--- src/uhp_pkg.sv ---
`default_nettype none
package uhp_pkg;
    // Timing
    localparam int CLK_HZ = 200000000;
    localparam int BAUD_DEFAULT_BPS = 9600;
    localparam logic [2:0] BAUD_SELECT_RESET = 3'h3;
    localparam logic CTS_ENABLE_RESET = 1'b1;
    localparam logic RTS_ENABLE_RESET = 1'b0;
    localparam int HYSTERESIS_BYTES = 16;
    localparam int FRAME_DATA_BITS = 8;
    localparam int RX_DEPTH_LOG2 = 8;
    localparam int TX_DEPTH_LOG2 = 8;

    // Serial config carrier
    typedef struct packed {
        logic [2:0] baud_select;
        logic cts_enable_setting;
        logic rts_enable_setting;
    } uhp_cfg_t;

    // Status carrier
    typedef struct packed {
        logic rx_overrun;
        logic pkt_dropped;
    } uhp_stat_t;
endpackage
`default_nettype wire

--- src/uhp_mem.sv ---
`default_nettype none
module uhp_mem #(
    parameter int AW = 8,
    parameter int DW = 8
) (
    input wire logic clk,            // System clock
    input wire logic we,             // Write strobe
    input wire logic [AW-1:0] waddr, // Write address
    input wire logic [DW-1:0] wdata, // Write data
    input wire logic [AW-1:0] raddr, // Read address
    output logic [DW-1:0] rdata      // Registered read data
);
    logic [DW-1:0] mem [0:(1<<AW)-1];

    // Simple dual port storage
    always_ff @(posedge clk) begin
        if (we) begin
            mem[waddr] <= wdata;
        end
        rdata <= mem[raddr];
    end
endmodule
`default_nettype wire

--- src/uhp_baud.sv ---
`default_nettype none
module uhp_baud (
    input wire logic clk,              // System clock
    input wire logic arst_n,           // Async reset, active low
    input wire logic [2:0] baud_select,// Rate code
    output logic tick16                // 16x oversample enable pulse
);
    // Divider for 16x rate; code 3 gives 9600 bps
    function automatic logic [15:0] div_of(input logic [2:0] sel);
        int bps;
        case (sel)
            3'h0: bps = 1200;
            3'h1: bps = 2400;
            3'h2: bps = 4800;
            3'h3: bps = uhp_pkg::BAUD_DEFAULT_BPS;
            3'h4: bps = 19200;
            3'h5: bps = 38400;
            3'h6: bps = 57600;
            default: bps = 115200;
        endcase
        div_of = 16'(uhp_pkg::CLK_HZ / (bps * 16) - 1);
    endfunction

    logic [15:0] cnt;
    wire logic [15:0] limit = div_of(baud_select);

    // Free running divider
    always_ff @(posedge clk or negedge arst_n) begin
        if (!arst_n) begin
            cnt <= 16'h0000;
            tick16 <= 1'b0;
        end else begin
            tick16 <= (cnt >= limit);
            cnt <= (cnt >= limit) ? 16'h0000 : cnt + 16'h0001;
        end
    end
endmodule
`default_nettype wire

--- src/uhp_top.sv ---
`default_nettype none
module uhp_top #(
    parameter int RXAW = uhp_pkg::RX_DEPTH_LOG2,
    parameter int TXAW = uhp_pkg::TX_DEPTH_LOG2
) (
    input wire logic clk,                     // System clock
    input wire logic arst_n,                  // Async reset, active low
    input wire logic serial_in_pin,           // Serial data from host
    output logic serial_out_pin,              // Serial data to host
    output logic cts_n,                       // Clear to send, active low
    input wire logic rts_n,                   // Host ready, active low
    input wire uhp_pkg::uhp_cfg_t cfg,        // Rate and flow settings
    input wire logic [RXAW:0] flow_threshold, // CTS threshold in bytes
    output logic radio_valid,                 // Byte to radio valid
    output logic [7:0] radio_data,            // Byte to radio
    input wire logic radio_ready,             // Radio takes byte
    input wire logic radio_busy,              // Incoming radio stream active
    input wire logic pkt_start,               // First byte of radio packet
    input wire logic [TXAW:0] pkt_len,        // Length given with pkt_start
    input wire logic pkt_valid,               // Radio payload byte valid
    input wire logic [7:0] pkt_data,          // Radio payload byte
    input wire logic stat_clear,              // Clears sticky status
    output uhp_pkg::uhp_stat_t stat,          // Sticky status flags
    output logic [RXAW:0] rx_level            // Receive buffer occupancy
);
    typedef enum logic [3:0] {
        UHP_IDLE = 4'b0001,
        UHP_START = 4'b0010,
        UHP_DATA = 4'b0100,
        UHP_STOP = 4'b1000
    } uhp_st_t;

    logic tick;
    uhp_baud u_baud (
        .clk(clk),
        .arst_n(arst_n),
        .baud_select(cfg.baud_select),
        .tick16(tick)
    );

    // ---------------- receiver ----------------
    uhp_st_t rx_st;
    logic [3:0] rx_ph;
    logic [2:0] rx_bit;
    logic [7:0] rx_sh;
    logic rx_done;
    wire logic rx_mid = tick && (rx_ph == 4'h7);
    wire logic rx_end = tick && (rx_ph == 4'hf);

    // Oversampled receive state machine
    always_ff @(posedge clk or negedge arst_n) begin
        if (!arst_n) begin
            rx_st <= UHP_IDLE;
            rx_ph <= 4'h0;
            rx_bit <= 3'h0;
            rx_sh <= 8'h00;
            rx_done <= 1'b0;
        end else begin
            rx_done <= 1'b0;
            if (tick) begin
                rx_ph <= rx_ph + 4'h1;
            end
            case (rx_st)
                UHP_IDLE: begin
                    rx_ph <= 4'h0;
                    if (!serial_in_pin) begin
                        rx_st <= UHP_START;
                    end
                end
                UHP_START: begin
                    if (rx_mid && serial_in_pin) begin
                        rx_st <= UHP_IDLE;
                    end else if (rx_end) begin
                        rx_st <= UHP_DATA;
                        rx_bit <= 3'h0;
                    end
                end
                UHP_DATA: begin
                    if (rx_mid) begin
                        rx_sh <= {serial_in_pin, rx_sh[7:1]};
                    end
                    if (rx_end) begin
                        rx_bit <= rx_bit + 3'h1;
                        if (rx_bit == 3'h7) begin
                            rx_st <= UHP_STOP;
                        end
                    end
                end
                UHP_STOP: begin
                    if (rx_mid) begin
                        rx_st <= UHP_IDLE;
                        rx_done <= serial_in_pin;
                    end
                end
                default: rx_st <= UHP_IDLE;
            endcase
        end
    end

    // ---------------- receive buffer ----------------
    logic [RXAW:0] rx_wp, rx_rp;
    wire logic [RXAW:0] rx_cnt = rx_wp - rx_rp;
    wire logic rx_full = rx_cnt[RXAW];
    wire logic rx_push = rx_done && !rx_full;
    wire logic rx_ovr = rx_done && rx_full;
    logic [7:0] rx_q;
    logic rx_hold;
    wire logic rx_fire = radio_valid && radio_ready;
    // Pop only into a free output stage, memory read data is not held
    wire logic rx_pop = (rx_cnt != '0) && !radio_busy && !rx_hold &&
                        (!radio_valid || rx_fire);

    uhp_mem #(.AW(RXAW), .DW(8)) u_rxmem (
        .clk(clk),
        .we(rx_push),
        .waddr(rx_wp[RXAW-1:0]),
        .wdata(rx_sh),
        .raddr(rx_rp[RXAW-1:0]),
        .rdata(rx_q)
    );

    // Pointers and output stage toward radio
    always_ff @(posedge clk or negedge arst_n) begin
        if (!arst_n) begin
            rx_wp <= '0;
            rx_rp <= '0;
            rx_hold <= 1'b0;
            radio_valid <= 1'b0;
            radio_data <= 8'h00;
        end else begin
            if (rx_push) begin
                rx_wp <= rx_wp + 1'b1;
            end
            if (rx_pop) begin
                rx_rp <= rx_rp + 1'b1;
            end
            if (rx_fire) begin
                radio_valid <= 1'b0;
            end
            if (rx_hold) begin
                radio_valid <= 1'b1;
                radio_data <= rx_q;
            end
            rx_hold <= rx_pop;
        end
    end
    assign rx_level = rx_cnt;

    // CTS with hysteresis
    logic cts_off;
    wire logic [RXAW:0] low_mark = flow_threshold - (RXAW+1)'(uhp_pkg::HYSTERESIS_BYTES);
    always_ff @(posedge clk or negedge arst_n) begin
        if (!arst_n) begin
            cts_off <= 1'b0;
        end else if (rx_cnt >= flow_threshold) begin
            cts_off <= 1'b1;
        end else if (rx_cnt < low_mark ||
                     flow_threshold < (RXAW+1)'(uhp_pkg::HYSTERESIS_BYTES)) begin
            cts_off <= 1'b0;
        end
    end
    assign cts_n = cfg.cts_enable_setting ? cts_off : 1'b0;

    // ---------------- transmit buffer ----------------
    logic [TXAW:0] tx_wp, tx_rp;
    wire logic [TXAW:0] tx_cnt = tx_wp - tx_rp;
    wire logic [TXAW:0] tx_free = (TXAW+1)'(1 << TXAW) - tx_cnt;
    logic pkt_keep;
    wire logic pkt_fits = pkt_len <= tx_free;
    wire logic tx_push = pkt_valid && (pkt_start ? pkt_fits : pkt_keep) && !tx_cnt[TXAW];
    logic [7:0] tx_q;

    uhp_mem #(.AW(TXAW), .DW(8)) u_txmem (
        .clk(clk),
        .we(tx_push),
        .waddr(tx_wp[TXAW-1:0]),
        .wdata(pkt_data),
        .raddr(tx_rp[TXAW-1:0]),
        .rdata(tx_q)
    );

    // Packet admission and status
    always_ff @(posedge clk or negedge arst_n) begin
        if (!arst_n) begin
            pkt_keep <= 1'b0;
            tx_wp <= '0;
            stat <= '0;
        end else begin
            if (pkt_start) begin
                pkt_keep <= pkt_fits;
            end
            if (tx_push) begin
                tx_wp <= tx_wp + 1'b1;
            end
            // Set wins over clear
            stat.pkt_dropped <= (pkt_start && !pkt_fits) ||
                                (stat.pkt_dropped && !stat_clear);
            stat.rx_overrun <= rx_ovr || (stat.rx_overrun && !stat_clear);
        end
    end

    // ---------------- transmitter ----------------
    uhp_st_t tx_st;
    logic [3:0] tx_ph;
    logic [2:0] tx_bit;
    logic [7:0] tx_sh;
    logic tx_rd;
    wire logic tx_gate = cfg.rts_enable_setting && rts_n;
    wire logic tx_go = (tx_st == UHP_IDLE) && (tx_cnt != '0) && !tx_gate && !tx_rd;
    wire logic tx_bend = tick && (tx_ph == 4'hf);

    // Transmit framing state machine
    always_ff @(posedge clk or negedge arst_n) begin
        if (!arst_n) begin
            tx_st <= UHP_IDLE;
            tx_ph <= 4'h0;
            tx_bit <= 3'h0;
            tx_sh <= 8'h00;
            tx_rd <= 1'b0;
            tx_rp <= '0;
            serial_out_pin <= 1'b1;
        end else begin
            if (tick) begin
                tx_ph <= tx_ph + 4'h1;
            end
            tx_rd <= tx_go;
            case (tx_st)
                UHP_IDLE: begin
                    serial_out_pin <= 1'b1;
                    if (tx_rd) begin
                        tx_sh <= tx_q;
                        tx_rp <= tx_rp + 1'b1;
                        tx_ph <= 4'h0;
                        tx_st <= UHP_START;
                    end
                end
                UHP_START: begin
                    serial_out_pin <= 1'b0;
                    if (tx_bend) begin
                        tx_st <= UHP_DATA;
                        tx_bit <= 3'h0;
                    end
                end
                UHP_DATA: begin
                    serial_out_pin <= tx_sh[0];
                    if (tx_bend) begin
                        tx_sh <= {1'b0, tx_sh[7:1]};
                        tx_bit <= tx_bit + 3'h1;
                        if (tx_bit == 3'h7) begin
                            tx_st <= UHP_STOP;
                        end
                    end
                end
                UHP_STOP: begin
                    serial_out_pin <= 1'b1;
                    if (tx_bend) begin
                        tx_st <= UHP_IDLE;
                    end
                end
                default: tx_st <= UHP_IDLE;
            endcase
        end
    end

    // ---------------- assertions ----------------
    property p_idle_high;
        @(posedge clk) disable iff (!arst_n)
        (tx_st == UHP_IDLE) |=> serial_out_pin;
    endproperty
    a_idle_high: assert property (p_idle_high) else $error("line not idle high");

    property p_rts_stall;
        @(posedge clk) disable iff (!arst_n)
        (tx_gate && tx_st == UHP_IDLE && !tx_rd) |=> (tx_st == UHP_IDLE && !tx_rd);
    endproperty
    a_rts_stall: assert property (p_rts_stall) else $error("sent while rts high");

    property p_cts_on;
        @(posedge clk) disable iff (!arst_n)
        (rx_cnt >= flow_threshold) |=> cts_off;
    endproperty
    a_cts_on: assert property (p_cts_on) else $error("cts not raised");

    property p_cts_hold;
        @(posedge clk) disable iff (!arst_n)
        (cts_off && rx_cnt >= low_mark &&
         flow_threshold >= (RXAW+1)'(uhp_pkg::HYSTERESIS_BYTES)) |=> cts_off;
    endproperty
    a_cts_hold: assert property (p_cts_hold) else $error("cts dropped early");

    property p_cts_dis;
        @(posedge clk) disable iff (!arst_n)
        !cfg.cts_enable_setting |-> !cts_n;
    endproperty
    a_cts_dis: assert property (p_cts_dis) else $error("cts not low when off");

    property p_no_fwd_busy;
        @(posedge clk) disable iff (!arst_n)
        radio_busy |=> $stable(rx_rp);
    endproperty
    a_no_fwd_busy: assert property (p_no_fwd_busy) else $error("forwarded during stream");

    property p_drop;
        @(posedge clk) disable iff (!arst_n)
        (pkt_start && !pkt_fits) |=> ($stable(tx_wp) && stat.pkt_dropped);
    endproperty
    a_drop: assert property (p_drop) else $error("partial packet stored");

    property p_ovr;
        @(posedge clk) disable iff (!arst_n)
        rx_ovr |=> stat.rx_overrun;
    endproperty
    a_ovr: assert property (p_ovr) else $error("overrun not flagged");

    property p_false_start;
        @(posedge clk) disable iff (!arst_n)
        (rx_st == UHP_START && rx_mid && serial_in_pin) |=> (rx_st == UHP_IDLE);
    endproperty
    a_false_start: assert property (p_false_start) else $error("false start kept");

    c_rx_byte: cover property (@(posedge clk) disable iff (!arst_n) rx_push);
    c_tx_byte: cover property (@(posedge clk) disable iff (!arst_n) tx_st == UHP_STOP);
    c_cts: cover property (@(posedge clk) disable iff (!arst_n) $rose(cts_n));
    c_drop: cover property (@(posedge clk) disable iff (!arst_n) pkt_start && !pkt_fits);
endmodule
`default_nettype wire

--- config.mk ---
export PLATFORM = sky130hd
export DESIGN_NAME = uhp_top
export DESIGN_NICKNAME = d
export VERILOG_FILES = /design/src/uhp_pkg.sv /design/src/uhp_mem.sv /design/src/uhp_baud.sv /design/src/uhp_top.sv
export SDC_FILE = /design/constraint.sdc
export NUM_CORES = 2
export LEC_CHECK = 0
export BUFFER_PORTS_ARGS = -buffer_cell sky130_fd_sc_hd__buf_2
export CAP_MARGIN = 25
export CORE_ASPECT_RATIO = 0.75
export CORE_MARGIN = 2
export CORE_UTILIZATION = 45
export DETAILED_ROUTE_END_ITERATION = 10
export GPL_ROUTABILITY_DRIVEN = 0
export GPL_TIMING_DRIVEN = 0
export PLACE_DENSITY = 0.57
export SKIP_CTS_REPAIR_TIMING = 1
export SYNTH_ARGS = -nofsm -noshare
export SYNTH_HDL_FRONTEND = slang
export SYNTH_SLANG_ARGS = --single-unit
--- constraint.sdc ---
create_clock -name clk -period 15.1 [get_ports clk]
set_clock_uncertainty 0.05 [all_clocks]
set_input_delay 3.02 -clock clk [delete_from_list [all_inputs] [get_ports clk]]
set_output_delay 3.02 -clock clk [all_outputs]
set_load 0.02 [all_outputs]
After elaboration in Yosys (flattened, before gate mapping)
Memories as Yosys holds them, arrays and structs flattened. A register that Yosys moved wholly into a read port is not among the register bits.
Index checks and enable logic that the tools add are counted.
W data, S select, Z words.
- register bits after elaboration: 108
- output and inout port bits: 22
- logic and storage cells: 170
- RAM bits: 4096
- memories: 2
- memories (name ; words ; bits a word ; rd ports ; clocked after Yosys merged registers in ; write ports ; RTL line ; source):
    u_rxmem.mem ; 256 ; 8 ; 1 ; 1 ; 1 ; uhp_mem.sv:13 ; logic [DW-1:0] mem [0:(1<<AW)-1];
    u_txmem.mem ; 256 ; 8 ; 1 ; 1 ; 1 ; uhp_mem.sv:13 ;
- reduce and logical (&&, ||, !) cells: 50
- multiplexer cells: 43
- eq/ne operators: 31
- $add $sub $neg: 14
- $lt $le $gt $ge: 5
- div/mod/pow operators: 1
- operator list (kind ; number):
    $pmux W17 S7 ; 1
    $mux W4 ; 16
    $add A9 B1 Y9 const B ; 4
    $div A29 B32 Y32 const A ; 1
    $pmux W4 S4 ; 2
    $ne A2 B2 Y1 const B ; 11
    $logic_and A1 B1 Y1 ; 19
    $reduce_bool A9 Y1 ; 2
    $sub A9 B9 Y9 ; 2
    $add A16 B1 Y16 const B ; 1
    $eq A4 B4 Y1 const B ; 4
    $ge A16 B16 Y1 ; 1
    $mux W16 ; 1
    $mux W8 ; 2
    $pmux W8 S2 ; 1
    $sub A16 B2 Y16 const B ; 1
    $eq A3 B3 Y1 const B ; 5
    $mux W3 ; 5
    $eq A4 B3 Y1 const B ; 3
    $mux W1 ; 12
    $pmux W3 S2 ; 2
    $reduce_bool A2 Y1 ; 6
    $reduce_and A5 Y1 ; 2
    $ge A9 B9 Y1 ; 1
    21 further kinds ; 39

Logic depth before layout (Yosys ltp)
- depth in word-level cells: 8
- depth in mapped cells: 229

Cells and area by module
From an unflattened synthesis, not the netlist that was laid out.
- cells, all modules: 10098
- area, all modules: 178548.7 um2
- by module, submodules not included (module ; cells an instance ; area an instance (um2) ; times used):
    uhp_mem ; 3733 ; 79556.3 ; 2
    uhp_baud ; 2060 ; 13798.2 ; 1
    uhp_top ; 572 ; 5637.9 ; 1

Worst setup path before layout
Ideal clock, no wire load.
- kind: input to register
- from: input port cfg[3] (netlist name)
- to: register u_baud.cnt[10]
- library setup time: 0.072 ns
- stages on the path: 221
- data arrival time: 41.172 ns
- path slack: -26.194 ns
- path buffers: 17
- path through: buf_6 or2_1 clkbuf_1 clkbuf_1 clkbuf_1 buf_1 ha_1 nand3_1 nand3_1 o2111ai_4 nand2_1 and3_1 ha_1 o21a_1 o2111a_1 a21o_1 nor2_1 a21oi_1 [185 not listed] a21oi_1 nor2b_1 o21ai_0 nand2b_1 a21oi_1 nor2b_1 o21ai_0 nand2b_1 a21oi_1 nor2b_1 o21ai_0 nand2b_1 a21oi_1 nor2b_1 o21ai_0 nand2_1 buf_1 nor2_1
- longest elaborated chain between the ends: 6
- elaborated cells on any way between the ends: 12
- those cells by class: add/sub: 1; div: 1; order compare: 1; eq/ne: 6; mux: 2; reduce/logical: 1
- ends and longest elaborated chain (item ; RTL line ; source):
    start: declaration ; uhp_top.sv:12 ; input wire uhp_pkg::uhp_cfg_t cfg,
    $eq A3 B3 Y1, or another cell as far along ; uhp_baud.sv:11 ; case (sel)
    $pmux W17 S7 (*) ; uhp_baud.sv:11 ;
    $div A29 B32 Y32 (*) ; uhp_baud.sv:21 ; div_of = 16'(uhp_pkg::CLK_HZ / (bps * 16) - 1);
    $sub A16 B2 Y16 (*) ; uhp_baud.sv:21 ;
    $ge A16 B16 Y1 (*) ; uhp_baud.sv:34 ; cnt <= (cnt >= limit) ? 16'h0000 : cnt + 16'h0001;
    $mux W16 (*) ; uhp_baud.sv:34 ;
    end signal: assignment ; uhp_baud.sv:34 ;
    end: declaration ; uhp_baud.sv:24 ; logic [15:0] cnt;
Every way passes the cells marked *; elsewhere a longest branch is shown, timed or not.
A chain may end at the register's enable or synchronous reset.

Worst setup path after layout
- from: input port cfg[4] (netlist name)
- to: register u_baud.cnt[11]
Same word-level chain as after synthesis.

==> impl_metrics.py <==
metrics = {
    "timing": {
        "max_freq_ghz": 0.0255,
        "fin_ws_ns": -24.17,
        "setup_viol": 16,
        "slew_violations": 0,
        "max_slew_margin_pct": 21.6,
        "finalCritPeriodShare_pct": 260,
        "setup_tns_ns": -385.60,
        "hold_viol_final": 0,
        "tightest_slew_ns": 1.18,
        "rsz0062_at_grt": "true",
        "post-route-min-period_ns": 39.27,
    },
    "setup_path": {
        "crit_path_end_kind": "flop",
        "cp_slowest_cell": "nor3_2",
        "crit_top_cell": "a21o_1",
        "rrSetupSlack_ns": 5.17,
        "path_class": "in -> reg",
        "required_ns": 15.93,
        "crit_arrival_ns": 40.10,
        "startpoint_type": "input port",
        "crit_fanout": 10,
        "cpPeakStageDelay_ns": 0.60,
    },
    "clocking": {
        "cts_buffers": 416,
        "clk_latency_ns": 1.03,
        "clk_path_buf_depth": 4,
        "cts_tree": "done",
        "numClockSinks": 4220,
        "cts_root_buffer": "clkbuf_16",
        "clkTransAtPathRegs_ns": 0.07,
        "cts_max_level": 5,
    },
    "finish": {
        "finalNonFillerCells": 15341,
        "final_cell_mix": "edfxtp_1 (4096), mux4_2 (1328), nor2_1 (690), clkbuf_16 (426), nand2_1 (327)",
        "drive_gt1_share_pct": 28.8,
        "final_nets": 10059,
        "syn_to_final_growth_pct": 15.9,
        "n_fill_cell": 30427,
        "final_common_cell": "edfxtp_1",
    },
    "die": {
        "pin_count": 62,
        "core_mm2": 0.388,
        "start_util_pct": 45.2,
        "die_h_um": 545,
        "chipWidth_um": 725,
        "dieArea_mm2": 0.395,
        "rows": 198,
    },
    "job": {
        "maxCapViolations": 0,
    },
    "placed_design": {
        "dp_cells": 14303,
        "io_buffers": 60,
        "dp_hpwl_um": 383000,
    },
    "detailed_routing": {
        "viasPerCell": 6.38,
        "ant_nets": 0,
        "drc": 0,
        "vias": 97811,
        "drt-total-wl_um": 553000,
        "drtIter0Drc": 15068,
        "drt-pass1-iter-count": 6,
        "wire_per_inst_um": 36.0,
    },
    "synth": {
        "synth_area_leaders": "edfxtp_1 (70%), mux4_2 (17%), ha_1 (1.7%)",
        "synth_seq_area_share_pct": 71.8,
        "syn_avg_cell_area_um2": 19.8,
        "ys_warn_count": 0,
        "yosysTopAreaCell": "edfxtp_1",
        "synthCells": 8865,
        "synth_edf_count": 4096,
        "ys_ff_latch": 4220,
        "syn_area_mm2": 0.176,
        "synthFlopType": "edfxtp_1",
        "yosys.area.top_type_share_pct": 70.1,
        "yosys.cell_types.count": 125,
        "async_reset_ff_share_pct": 2.56,
    },
    "min_path": {
        "hold_path.class": "reg -> reg",
    },
    "global_route": {
        "grt_overflow": 0,
        "grt_pass1_wl_um": 751000,
        "grt_max_degree": 158,
        "grt_pass1_vias": 92715,
        "antenna_found_initial": 42,
        "grt_usage_pct": 27.4,
    },
    "run_status": {
        "status": "complete, but fails checks",
        "failed_checks": "negative setup slack",
    },
}
## sequential cells by signal, summed over array words and instances, names as in the netlist, 9 cells and up
| register | cells |
|---|---|
| u_txmem.mem | 2048 |
| rx_rp | 9 |
| u_rxmem.mem | 2048 |
| tx_rp | 9 |
| rx_wp | 9 |
| u_baud.cnt | 16 |
| tx_wp | 9 |
## kinds of logic after synthesis
logic type / Yosys count / share of synthesized area, %
and+or+nand+nor: 1512 / 3.89
DFF: 4220 / 71.8
buffers and inverters: 562 / 1.24
other: 2 / 0.00428
muxes: 1412 / 17.5
AOI/OAI and AO/OA: 736 / 2.92
xor gates and xnor gates: 184 / 0.918
adders and majority gates: 237 / 1.70
## routing by layer
metal	track usage (%)	vias up	wire (µm)
li1	-	38478	-
met1	42.2	52615	235000
met2	37.9	5874	231000
met3	8.35	834	70900
met4	6.94	10	15600
met5	0.300	-	182
## cell type report
cell class	count	area, µm²	share of cell area (%)
multi-input combinational	4091	48900	24.0
tap	5200	6510	3.20
clock inverter	239	2470	1.21
antenna	9	22.5	0.0111
timing repair buffer	494	5870	2.89
inverter	100	415	0.204
clock buffer	529	11000	5.41
sequential	4220	126000	62.0
buffer	459	2240	1.10
## critical path, delay by kind of cell
kind                       cells  cell delay, ns
and+or+nand+nor               64            9.41
AOI/OAI and AO/OA            105           18.48
xor gates and xnor gates       1            0.13
adders and majority gates     20            5.34
buffers and inverters         20            3.12
muxes                          2            0.42
## synth_stat cells, drive strengths merged (105+ instances only)
cell / count
a21o: 107
a21oi: 202
buf: 150
clkbuf: 312
dfrtp: 105
edfxtp: 4096
ha: 235
mux4: 1328
nand2: 342
nor2: 724
o21ai: 137
xnor2: 121
## final timing paths
path | endpoint | from | depth (start not counted)
worst max-delay path | u_baud.cnt[11] | cfg[4] | 212
max in group asynchronous | tx_bit[0] | arst_n | 2
min in group asynchronous | rx_ph[3] | arst_n | 1
worst min register to register | radio_data[3] | u_rxmem.rdata[3] | 1
worst max register to register | u_txmem.mem[39][0] | tx_rp[2] | 27
worst min-delay path | radio_data[3] | u_rxmem.rdata[3] | 1
## stage by stage
stage          instance area, µm²  hold WS, ns  util, %  setup WS [ns]
2_1_floorplan              176000        0.359        -         -22.75
3_3_place_gp               183000        0.372     47.2         -29.49
3_5_place_dp               187000        0.380     48.1         -29.66
4_1_cts                    200000        0.384     51.5         -28.76
5_1_grt                    203000        0.431     52.4         -25.61
6_report                   203000        0.417     52.4         -24.17
Power is left out: the tool's default activity adds up to more than one toggle a clock period on the data nets, which glitch-free logic cannot reach.
